--- src/logic/smsd_defines.vh ---
// Constants for the stepper step-mode sync and diagnostics block
`ifndef SMSD_DEFINES_VH
`define SMSD_DEFINES_VH
// Translator position width, 1/32 micro-step units
`define SMSD_POS_W 7
// Step mode codes: 0 = 1/32, 1 = 1/16, 2 = 1/8, 3 = 1/4, 4 = half, 5 = full
`define SMSD_MODE_W 3
`define SMSD_MODE_FULL 3'h5
// Clock rate in kHz
`define SMSD_CLK_KHZ 200000
// Open-coil time in ms and its cycle count (least time)
`define SMSD_OPEN_MS 32
`define SMSD_OPEN_CYC (`SMSD_OPEN_MS * `SMSD_CLK_KHZ)
// Power-up reset hold in us and its cycle count
`define SMSD_POR_US 100
`define SMSD_POR_CYC (`SMSD_POR_US * (`SMSD_CLK_KHZ / 1000))
// Load-angle analog code width
`define SMSD_LA_W 10
// Overcurrent flags per bridge (four transistors)
`define SMSD_OVC_W 4
`endif

--- src/logic/smsd_core.v ---
// Step-mode sync, peak current, load-angle sampling and fault flags
//
// Notes on behaviour
// New step mode applies on next step edge
// Finer mode snaps to nearest finer grid point
// Coarser mode on shared point keeps zero offset
// Coarser mode off grid keeps constant offset
// Controller lowers resolution on shared points only; the testbench also coarsens off grid, at positions 3 and 44
// Current code change applies at next PWM period
// Sample back-emf at every coil zero crossing
// Transparent bit passes voltage, else held sample
// Gain bit selects divide by two or four
// Sample window and zero current time the hold
// Thermal warning comparator sets warning flag
// Thermal shutdown sets flag, drivers high impedance
// Shutdown flag clears after read below warning
// Overcurrent sets per-transistor flag, drivers off
// Overcurrent latched, drivers off until cleared
// Controller avoids rereading during persistent short
// Full duty over 32 ms sets open flag
// Open coil flags fault, keeps current regulating
// Pump fault flag high while pump is low
// Fault output low when any flag set
// Power-up reset output held low for time
// Status read clears latched flags afterwards
// Flags and fault output update only chip-select high
// Every selected step edge moves translator
// Open-coil timer restarts when duty drops
// Flags with cause present set again after clear
`timescale 1ns/1ps
`include "smsd_defines.vh"
module smsd_core #(
    parameter OPEN_CYC = `SMSD_OPEN_CYC,
    parameter POR_CYC = `SMSD_POR_CYC,
    parameter LA_W = `SMSD_LA_W
) (
    sys_clk,
    rst,
    step_advance_input,
    step_dir,
    step_edge_polarity_bit,
    step_mode,
    translator_pos,
    peak_current_code,
    pwm_period_start,
    applied_current_code,
    pwm_sample_hold_window,
    coil_zero_x,
    coil_zero_y,
    coil_voltage,
    angle_out_transparent_bit,
    angle_out_gain_bit,
    load_angle_output,
    temp_warn_in,
    temp_shutdown_in,
    ovc_x_in,
    ovc_y_in,
    duty_full_x,
    duty_full_y,
    pump_low_in,
    spi_cs_n,
    status_read_done,
    thermal_warn_flag,
    thermal_shutdown_flag,
    x_bridge_overcurrent_flags,
    y_bridge_overcurrent_flags,
    coil_open_flags,
    pump_fault_flag,
    driver_enable,
    fault_out_n_oe,
    power_up_reset_out_n_oe
);
    input wire sys_clk;
    input wire rst;
    input wire step_advance_input;
    input wire step_dir;
    input wire step_edge_polarity_bit;
    input wire [`SMSD_MODE_W-1:0] step_mode;
    output reg [`SMSD_POS_W-1:0] translator_pos;
    input wire [4:0] peak_current_code;
    input wire pwm_period_start;
    output reg [4:0] applied_current_code;
    input wire pwm_sample_hold_window;
    input wire coil_zero_x;
    input wire coil_zero_y;
    input wire [LA_W-1:0] coil_voltage;
    input wire angle_out_transparent_bit;
    input wire angle_out_gain_bit;
    output reg [LA_W-1:0] load_angle_output;
    input wire temp_warn_in;
    input wire temp_shutdown_in;
    input wire [`SMSD_OVC_W-1:0] ovc_x_in;
    input wire [`SMSD_OVC_W-1:0] ovc_y_in;
    input wire duty_full_x;
    input wire duty_full_y;
    input wire pump_low_in;
    input wire spi_cs_n;
    input wire [3:0] status_read_done;
    output reg thermal_warn_flag;
    output reg thermal_shutdown_flag;
    output reg [`SMSD_OVC_W-1:0] x_bridge_overcurrent_flags;
    output reg [`SMSD_OVC_W-1:0] y_bridge_overcurrent_flags;
    output reg [1:0] coil_open_flags;
    output reg pump_fault_flag;
    output reg driver_enable;
    output reg fault_out_n_oe;
    output reg power_up_reset_out_n_oe;

    // Synchronised pin and comparator inputs
    wire [16:0] sync_in;
    wire step_s;
    wire warn_s;
    wire tsd_s;
    wire pump_s;
    wire cs_n_s;
    wire [`SMSD_OVC_W-1:0] ovcx_s;
    wire [`SMSD_OVC_W-1:0] ovcy_s;
    wire [1:0] full_s;
    wire [1:0] zero_s;
    smsd_sync2 #(.W(17)) u_sync (
        .sys_clk(sys_clk),
        .rst(rst),
        .din({step_advance_input, temp_warn_in, temp_shutdown_in, pump_low_in, spi_cs_n,
              ovc_x_in, ovc_y_in, duty_full_y, duty_full_x, coil_zero_y, coil_zero_x}),
        .dout(sync_in)
    );
    assign {step_s, warn_s, tsd_s, pump_s, cs_n_s, ovcx_s, ovcy_s, full_s, zero_s} = sync_in;

    // Step edge detection on the synchronised pin
    reg step_d;
    wire step_edge;
    assign step_edge = step_edge_polarity_bit ? (step_s & ~step_d) : (~step_s & step_d);

    // Step mode in force; a reprogrammed mode waits for a step edge
    reg [`SMSD_MODE_W-1:0] mode_act;
    reg [`SMSD_POS_W-1:0] incr;
    reg [`SMSD_POS_W-1:0] grid_mask;
    reg [`SMSD_POS_W-1:0] next_pos;
    reg [`SMSD_POS_W-1:0] snapped;

    // Increment and grid of the newly requested mode
    always @* begin
        incr = 7'h01 << step_mode;
        grid_mask = incr - 7'h01;
        // Full step sits on the 45 degree points, odd multiples of 16
        if (step_mode == `SMSD_MODE_FULL) begin
            incr = 7'h20;
            grid_mask = 7'h1f;
        end
        // Finer mode: round to nearest point of its grid
        snapped = (translator_pos + (incr >> 1)) & ~grid_mask;
        if (step_mode == `SMSD_MODE_FULL) begin
            snapped = ((translator_pos + 7'h10) & 7'h60) | 7'h10;
        end
        if (step_mode < mode_act) begin
            next_pos = step_dir ? snapped + incr : snapped - incr;
        end else begin
            // Coarser or same: step from the current position, offset kept
            next_pos = step_dir ? translator_pos + incr : translator_pos - incr;
        end
    end

    // Translator: moves on every edge of the selected polarity, drivers on or off
    always @(posedge sys_clk or posedge rst) begin
        if (rst) begin
            step_d <= 1'b0;
            mode_act <= 3'h0;
            translator_pos <= 7'h00;
        end else begin
            step_d <= step_s;
            if (step_edge) begin
                mode_act <= step_mode;
                translator_pos <= next_pos;
            end
        end
    end

    // Peak current code takes effect at the PWM period start
    always @(posedge sys_clk or posedge rst) begin
        if (rst) begin
            applied_current_code <= 5'h00;
        end else if (pwm_period_start) begin
            applied_current_code <= peak_current_code;
        end
    end

    // Load-angle sampling: zero crossing of either coil opens a sample
    reg zero_active;
    reg zero_active_d;
    reg [LA_W-1:0] held;
    wire [LA_W-1:0] scaled;
    always @* begin
        zero_active = (zero_s[0] | zero_s[1]) & pwm_sample_hold_window;
    end
    // Divide by two or four; software cannot see the transient in hold mode
    assign scaled = angle_out_gain_bit ? (coil_voltage >> 2) : (coil_voltage >> 1);

    // Track during the zero window, hold its last value after it
    always @(posedge sys_clk or posedge rst) begin
        if (rst) begin
            zero_active_d <= 1'b0;
            held <= {LA_W{1'b0}};
            load_angle_output <= {LA_W{1'b0}};
        end else begin
            zero_active_d <= zero_active;
            if (zero_active) begin
                held <= scaled;
            end
            if (angle_out_transparent_bit) begin
                load_angle_output <= scaled;
            end else if (zero_active_d & ~zero_active) begin
                load_angle_output <= held;
            end
        end
    end

    // Open-coil timers, one per coil
    localparam OW = 32;
    wire [1:0] open_hit;
    genvar gi;
    generate
        for (gi = 0; gi < 2; gi = gi + 1) begin : g_open
            // Each coil owns its counter and hit bit, so no bit has two drivers
            reg [OW-1:0] run_cnt;
            reg hit;
            always @(posedge sys_clk or posedge rst) begin
                if (rst) begin
                    run_cnt <= {OW{1'b0}};
                    hit <= 1'b0;
                end else if (!full_s[gi]) begin
                    // Any drop below full duty restarts the count
                    run_cnt <= {OW{1'b0}};
                    hit <= 1'b0;
                end else if (run_cnt >= OPEN_CYC[OW-1:0]) begin
                    hit <= 1'b1;
                end else begin
                    run_cnt <= run_cnt + 32'h1;
                end
            end
            assign open_hit[gi] = hit;
        end
    endgenerate

    // Status flags: only while chip select is high; a read clears,
    // but a cause still present sets again, set winning
    // A read strobe arrives while the synchronised select is still low,
    // so it waits here until the flags may update again
    reg [2:0] clear_pend;
    wire [2:0] clear_now;
    assign clear_now = clear_pend | status_read_done[2:0];
    always @(posedge sys_clk or posedge rst) begin
        if (rst) begin
            clear_pend <= 3'h0;
        end else if (cs_n_s) begin
            clear_pend <= 3'h0; // Applied in this cycle
        end else begin
            clear_pend <= clear_now; // Kept while the bus is selected
        end
    end
    wire any_flag;
    assign any_flag = thermal_warn_flag | thermal_shutdown_flag | pump_fault_flag
        | (|x_bridge_overcurrent_flags) | (|y_bridge_overcurrent_flags) | (|coil_open_flags);
    always @(posedge sys_clk or posedge rst) begin
        if (rst) begin
            thermal_warn_flag <= 1'b0;
            thermal_shutdown_flag <= 1'b0;
            x_bridge_overcurrent_flags <= 4'h0;
            y_bridge_overcurrent_flags <= 4'h0;
            coil_open_flags <= 2'h0;
            pump_fault_flag <= 1'b1; // Pump not yet up after power-on
            fault_out_n_oe <= 1'b1;
        end else if (cs_n_s) begin
            // Register 0: warning, open coils, pump
            if (clear_now[0]) begin
                thermal_warn_flag <= warn_s;
                coil_open_flags <= open_hit;
            end else begin
                thermal_warn_flag <= thermal_warn_flag | warn_s;
                coil_open_flags <= coil_open_flags | open_hit;
            end
            pump_fault_flag <= pump_s;
            // Register 1: x bridge overcurrent
            if (clear_now[1]) begin
                x_bridge_overcurrent_flags <= ovcx_s;
            end else begin
                x_bridge_overcurrent_flags <= x_bridge_overcurrent_flags | ovcx_s;
            end
            // Register 2: y bridge overcurrent and shutdown
            if (clear_now[2]) begin
                y_bridge_overcurrent_flags <= ovcy_s;
                thermal_shutdown_flag <= tsd_s | (warn_s & thermal_shutdown_flag);
            end else begin
                y_bridge_overcurrent_flags <= y_bridge_overcurrent_flags | ovcy_s;
                thermal_shutdown_flag <= thermal_shutdown_flag | tsd_s;
            end
            fault_out_n_oe <= any_flag;
        end
    end

    // Drivers off on shutdown or latched overcurrent; open coil keeps them on
    always @(posedge sys_clk or posedge rst) begin
        if (rst) begin
            driver_enable <= 1'b0;
        end else begin
            driver_enable <= ~(thermal_shutdown_flag | tsd_s
                | (|x_bridge_overcurrent_flags) | (|y_bridge_overcurrent_flags)
                | (|ovcx_s) | (|ovcy_s));
        end
    end

    // Power-up reset output held low for a fixed count
    reg [31:0] por_cnt;
    always @(posedge sys_clk or posedge rst) begin
        if (rst) begin
            por_cnt <= 32'h0;
            power_up_reset_out_n_oe <= 1'b1;
        end else if (por_cnt < POR_CYC[31:0]) begin
            por_cnt <= por_cnt + 32'h1;
        end else begin
            power_up_reset_out_n_oe <= 1'b0;
        end
    end
endmodule

--- src/logic/smsd_sync2.v ---
// Two-flop synchroniser for a bus of pin inputs
`timescale 1ns/1ps
module smsd_sync2 #(
    parameter W = 1
) (
    sys_clk,
    rst,
    din,
    dout
);
    input wire sys_clk;
    input wire rst;
    input wire [W-1:0] din;
    output reg [W-1:0] dout;
    // First stage, read only by the second stage
    reg [W-1:0] meta;

    // Two flops guard against metastability on asynchronous pins
    always @(posedge sys_clk or posedge rst) begin
        if (rst) begin
            meta <= {W{1'b0}};
            dout <= {W{1'b0}};
        end else begin
            meta <= din;
            dout <= meta;
        end
    end
endmodule

--- config.mk ---
export PLATFORM = sky130hd
export DESIGN_NAME = smsd_core
export DESIGN_NICKNAME = d
export VERILOG_FILES = /design/src/logic/smsd_core.v /design/src/logic/smsd_sync2.v
export VERILOG_INCLUDE_DIRS = /design/src /design/src/logic
export SDC_FILE = /design/constraint.sdc
export NUM_CORES = 1
export LEC_CHECK = 0
export BUFFER_PORTS_ARGS = -buffer_cell sky130_fd_sc_hd__buf_2
export CAP_MARGIN = 20
export CORE_UTILIZATION = 52
export DETAILED_ROUTE_END_ITERATION = 8
export GPL_ROUTABILITY_DRIVEN = 0
export PLACE_DENSITY_LB_ADDON = 0.05
export SYNTH_ARGS = -nofsm -noshare
export SYNTH_HDL_FRONTEND = slang
export SYNTH_SLANG_ARGS = --single-unit
--- constraint.sdc ---
create_clock -name sys_clk -period 6.54 [get_ports sys_clk]
set_input_delay 1.635 -clock sys_clk [delete_from_list [all_inputs] [get_ports sys_clk]]
set_output_delay 1.635 -clock sys_clk [all_outputs]
set_load 0.02 [all_outputs]
Word level (Yosys, flattened, before mapping)
Cells that the tools add are included.
{ "totals": {"inputBits": 47, "wordCells": 102, "output_inout_bits": 38, "ff_bits": 188} }
{ "op_classes": {"eq_ne": 5, "add_sub_neg": 10, "bitwise": 28, "reduce_logical": 6, "mux": 24, "order_cmp": 4, "shifts": 1} }
{ "ops": {"columns": ["op", "n"], "rows": [
  ["2-to-1 mux 32 bit", 4],
  ["adder 32 x 1 -> 32 bit, second input constant", 3],
  [">= comparator 32 x 23 -> 1 bit, second input constant", 2],
  ["2-to-1 mux 7 bit", 6],
  ["< comparator 32 x 15 -> 1 bit, second input constant", 1],
  ["2-to-1 mux 10 bit", 2],
  ["OR reduction 4 bit", 4],
  ["adder 7 bit", 2],
  ["subtractor 7 bit", 2],
  ["OR 1 bit", 13],
  ["2-to-1 mux 9 bit", 1],
  ["2-to-1 mux 4 bit", 2],
  ["!= test 2 bit, second input constant", 4],
  ["OR 4 bit", 2],
  ["adder 7 x 5 -> 7 bit, second input constant", 1],
  ["adder 7 x 6 -> 7 bit", 1],
  ["AND 7 bit", 1],
  ["2-to-1 mux 1 bit", 7],
  ["NOT 7 bit", 1],
  ["<< shifter 1 x 3 -> 7 bit, first input constant", 1],
  ["subtractor 7 x 1 -> 7 bit, second input constant", 1],
  ["AND 1 bit", 5],
  ["NOT 1 bit", 4],
  ["equality test 3 bit, second input constant", 1],
  ["7 further kinds", 7]
]} }

Longest topological paths before layout
{ "logic_depth": {"word_depth": 9, "ltp_mapped": 19, "mapped_depth_nobuf": 17} }

Modules after synthesis
Synthesis repeated with hierarchy kept, for this count alone.
{ "hier_totals": {"hier_cells": 795, "area_unflattened_um2": 8386.8} }
{ "modules_own_cells": {"columns": ["module", "n_inst", "cells_per_inst", "area_per_inst_um2", "seq_area_each_um2"], "rows": [
  ["smsd_core", 1, 760, 7532.2, 3807.4],
  ["smsd_sync2", 1, 35, 854.6, 850.8]
]} }

Worst setup path before layout
OpenSTA, ideal clock, no wires.
{ "synth_timing": {"path_type": "input to register", "startpoint": "input port step_mode[2]", "endpoint": "register translator_pos[6]", "required_ps": 6458, "setup_time_ps": 82, "t_arrival_ps": 4459, "setup_slack_ps": 1999, "path_stages": 18, "path_buffers": 2, "cell_sequence": "buf_2 > clkbuf_1 > nor2_1 > nand2_1 > inv_1 > ha_1 > ha_1 > nand3_1 > o21ai_0 > inv_1 > fa_1 > nor2b_1 > o21ai_0 > a21boi_0 > o21ai_0 > and3_1 > nand4bb_1 > a31oi_1"} }
{ "synth_between": {"elab_chain_cells": 9, "elab_cells_between_ends": 17, "cone_classes": "add/sub: 6; order compare: 1; eq/ne: 1; shift: 1; mux: 6; bitwise: 2"} }
{ "synth_lines": {"columns": ["item", "line_no", "text"], "rows": [
  ["start: declaration", "smsd_core.v:78", "input wire [`SMSD_MODE_W-1:0] step_mode;"],
  ["<< shifter 1 x 3 -> 7 bit", "smsd_core.v:143", "incr = 7'h01 << step_mode;"],
  ["subtractor 7 x 1 -> 7 bit", "smsd_core.v:144", "grid_mask = incr - 7'h01;"],
  ["2-to-1 mux 7 bit", "smsd_core.v:146", "if (step_mode == `SMSD_MODE_FULL) begin"],
  ["NOT 7 bit", "smsd_core.v:151", "snapped = (translator_pos + (incr >> 1)) & ~grid_mask;"],
  ["AND 7 bit", "smsd_core.v:151", null],
  ["2-to-1 mux 7 bit", "smsd_core.v:152", "if (step_mode == `SMSD_MODE_FULL) begin"],
  ["subtractor 7 bit / adder 7 bit (equally long branches)", "smsd_core.v:156", "next_pos = step_dir ? snapped + incr : snapped - incr;"],
  ["2-to-1 mux 7 bit", "smsd_core.v:156", null],
  ["2-to-1 mux 7 bit *", "smsd_core.v:155", "if (step_mode < mode_act) begin"],
  ["end signal: assignment", "smsd_core.v:173", "translator_pos <= next_pos;"],
  ["end: declaration", "smsd_core.v:79", "output reg [`SMSD_POS_W-1:0] translator_pos;"]
]} }
Mark *: on every way between the ends. The rest lies on a longest branch, timed or not.
A chain may end at the register's enable or synchronous reset.

Final worst setup path
{ "layout_timing": {"startpoint": "input port step_mode[0]", "endpoint": "register translator_pos[6]"} }
The elaborated chain is that of the path after synthesis.

==> reports/results.txt <==
Syn nets -> 826
Mapped cell area -> 0.00825 mm2
Post-synth top cells -> 183 x dfrtp_1, 66 x nand2_1, 59 x and2_1
Total core area -> 0.0153 mm2
Reg2reg start -> mode_act[1]
Ports -> 85
Startpoint types -> primary input
Layout Skew -> 0.0126 ns
Starting Density -> 53.8%
Worst hold path class -> flip-flop to flip-flop
CTS buffer count -> 17
Number of synthesized flops with an enable pin -> 0
H-Tree Depth -> 4
Setup bufs post-CTS -> 0
WP data arrival -> 4.71 ns
Total grt overflow -> 0
Share of the synthesized area in the top cell type -> 55.5%
Max IR drop VDD -> 191 uV
Worst R2R Path Depth -> 15
CP Class -> primary input to flip-flop
Std cell rows -> 45
Status -> finished clean
Vias -> 5,500
DR pass1 iterations -> 4
CTS resizes -> 0
Antenna violation net count after detailed routing -> 0
Storage cell area -> 0.00466 mm2
Worst-Skew Late Latency -> 0.43 ns
Final worst slack -> 2.17 ns
Final worst path period share -> 66.8%
Final Setup Violations -> 0
CP Data Required Time -> 6.88 ns
Final wirelength -> 14,800 um
Hold_sp -> u_sync.meta[10]
Sink Count -> 186
Multi-input logic area -> 0.00331 mm2
Worst hold stages -> 0
RR Endpoint -> translator_pos[6]
Crit Path Max Fanout -> 18
Largest net degree at the start of global routing -> 187
Wire per inst -> 14.1 um
Prevailing post-synth register cell -> dfrtp_1
Post-synthesis sequential area ratio -> 56.5%
Initial DRC Count -> 312
Final hold violation count -> 0
Synth Instances -> 760
Number of max-cap violations -> 0
CP Capture Type -> flip-flop
Die area -> 0.0164 mm2
Nets -> 887
Main area contributors after synthesis -> dfrtp_1 56%, xnor2_1 4.7%, and2_1 4.5%, o21ai_0 3.5%, nand2_1 3.0%
Leakage power -> 4.37 nW
# diodes -> 0
Root Driver -> clkbuf_16
Max Slew Vio Count -> 0
Slew HR -> 34.0%
Pre-CTS WS -> 1.38 ns
Worst-path clk slew -> 0.08 ns
IO buf count -> 81
# hold bufs at CTS -> 0
Layout area overhead -> 14.0%
GRT Overall Usage -> 19.7%
Initial antenna violation count -> 0
Die Y -> 128 um
Most common cell in the netlist -> dfrtp_1
Vias in the first global route -> 5,496
Total power -> 2.71 mW
FMAX -> 0.229 GHz
CTS tree -> done
Async SR Flop Fraction -> 100%
Yosys top cell by area -> dfrtp_1
RSZ-0062 raised after global routing -> false
Min cycle time layout -> 4.37 ns
Worst-Margin Slew -> 0.990 ns
Flop-to-flop setup slack -> 3.41 ns
Seq cells post-synth -> 186
Syn_area_per_cell -> 10.9 um2
P per Cell Area -> 288 mW/mm2
Detail-routed via count per cell -> 5.26
Clock Path Buffers -> 2
Netlist cell types -> 62
Share of layout cells above drive strength 1 -> 17.7%
# DRC -> 0
Yosys warns -> 0
First-pass GRT wire length -> 25,600 um
Setup tns final -> 0 ns
Fillcell total -> 1,281
DP HPWL -> 9920 um
WHS Endpoint -> u_sync.dout[10]
Die width -> 128 um
-- worst max-delay path, cell delays in order --
cell       delay [ns]
buf_2            0.20
nand2b_1         0.22
nor2_1           0.17
xor2_1           0.17
ha_1             0.25
o31ai_1          0.09
o32ai_1          0.43
nor2_1           0.09
o21ai_0          0.14
o21ai_0          0.13
ha_1             0.34
a21boi_0         0.18
o21ai_0          0.12
and3_1           0.21
nand4bb_1        0.18
a31oi_1          0.16
-- placed cells by master, fill, tap and decap left out, types with 10 or more instances in the layout --
cell type and instances:
mux2_2 10, clkbuf_16 17, dfrtp_1 183, xor2_1 13, nand2_1 66, a22o_1 12
and2_1 59, a21oi_1 21, ha_1 18, mux2i_1 13, nor3_1 11, nand4_1 13
xnor2_1 44, nor2_1 37, buf_2 81, o21ai_0 58, nand3_1 27, nor4_1 11
inv_1 25, and3_1 11
-- final cells by class --
type	count	area share [%]
clock buffer	17	4.53
clock inverter	15	1.85
inverter	26	1.08
multi-input combinational	503	35.2
sequential	186	49.6
tap	211	2.81
timing repair buffer	87	4.93
-- power by group --
part / switching (mW) / internal (mW) / leakage (nW) / total (mW)
Clock: 0.495 / 0.518 / 0.287 / 1.01
Sequential: 0.0759 / 1.21 / 2.39 / 1.29
Combinational: 0.233 / 0.171 / 1.69 / 0.404
-- stage by stage --
stage                     std cells  cell area (um2)  hold slack (ns)  utilization [%]
after global placement         1010             8780            0.333             57.3
after floorplan                 760             8250            0.331                -
after global routing           1045             9400            0.351             61.4
after CTS                      1042             9380            0.352             61.2
final                          1045             9400            0.346             61.4
after detailed placement       1010             8780            0.336             57.3
-- state kept, by name, indices dropped and copies added, names as in the netlist, 5 cells and up --
register              flops
applied_current_code      5
g_open.run_cnt           64
held                      9
load_angle_output         9
por_cnt                  32
translator_pos            7
u_sync.dout              17
u_sync.meta              17
-- worst max path at each step --
stage	from	to	slack (ns)	cells past startpoint
after global routing	step_mode[2]	translator_pos[6]	1.73	17
after CTS	step_mode[1]	translator_pos[6]	1.80	16
after global placement	step_mode[1]	translator_pos[6]	1.51	16
final	step_mode[0]	translator_pos[6]	2.17	16
after floorplan	step_mode[2]	translator_pos[6]	2.00	18
after detailed placement	step_mode[1]	translator_pos[6]	1.38	16
-- metal layers --
| layer | GRT usage (%) | wire length, um | vias to the layer above |
|---|---|---|---|
| met5 | 0 | 0 | - |
| met4 | 6.51 | 148 | 0 |
| met3 | 4.13 | 392 | 10 |
| met2 | 33.2 | 7480 | 71 |
| met1 | 25.4 | 6740 | 2710 |
| li1 | - | - | 2709 |
-- cells by family after synthesis --
kind of cell	after synthesis	synth area share, %
AO/OA/AOI/OAI	128	9.63
AND/OR/NAND/NOR	275	18.4
other	1	0.0455
XOR/XNOR	57	6.05
flip-flops	186	56.5
adder cells (fa/ha/maj)	19	2.97
multiplexers	23	2.94
buffers and inverters	71	3.43
(Power assumes the default switching activity.)
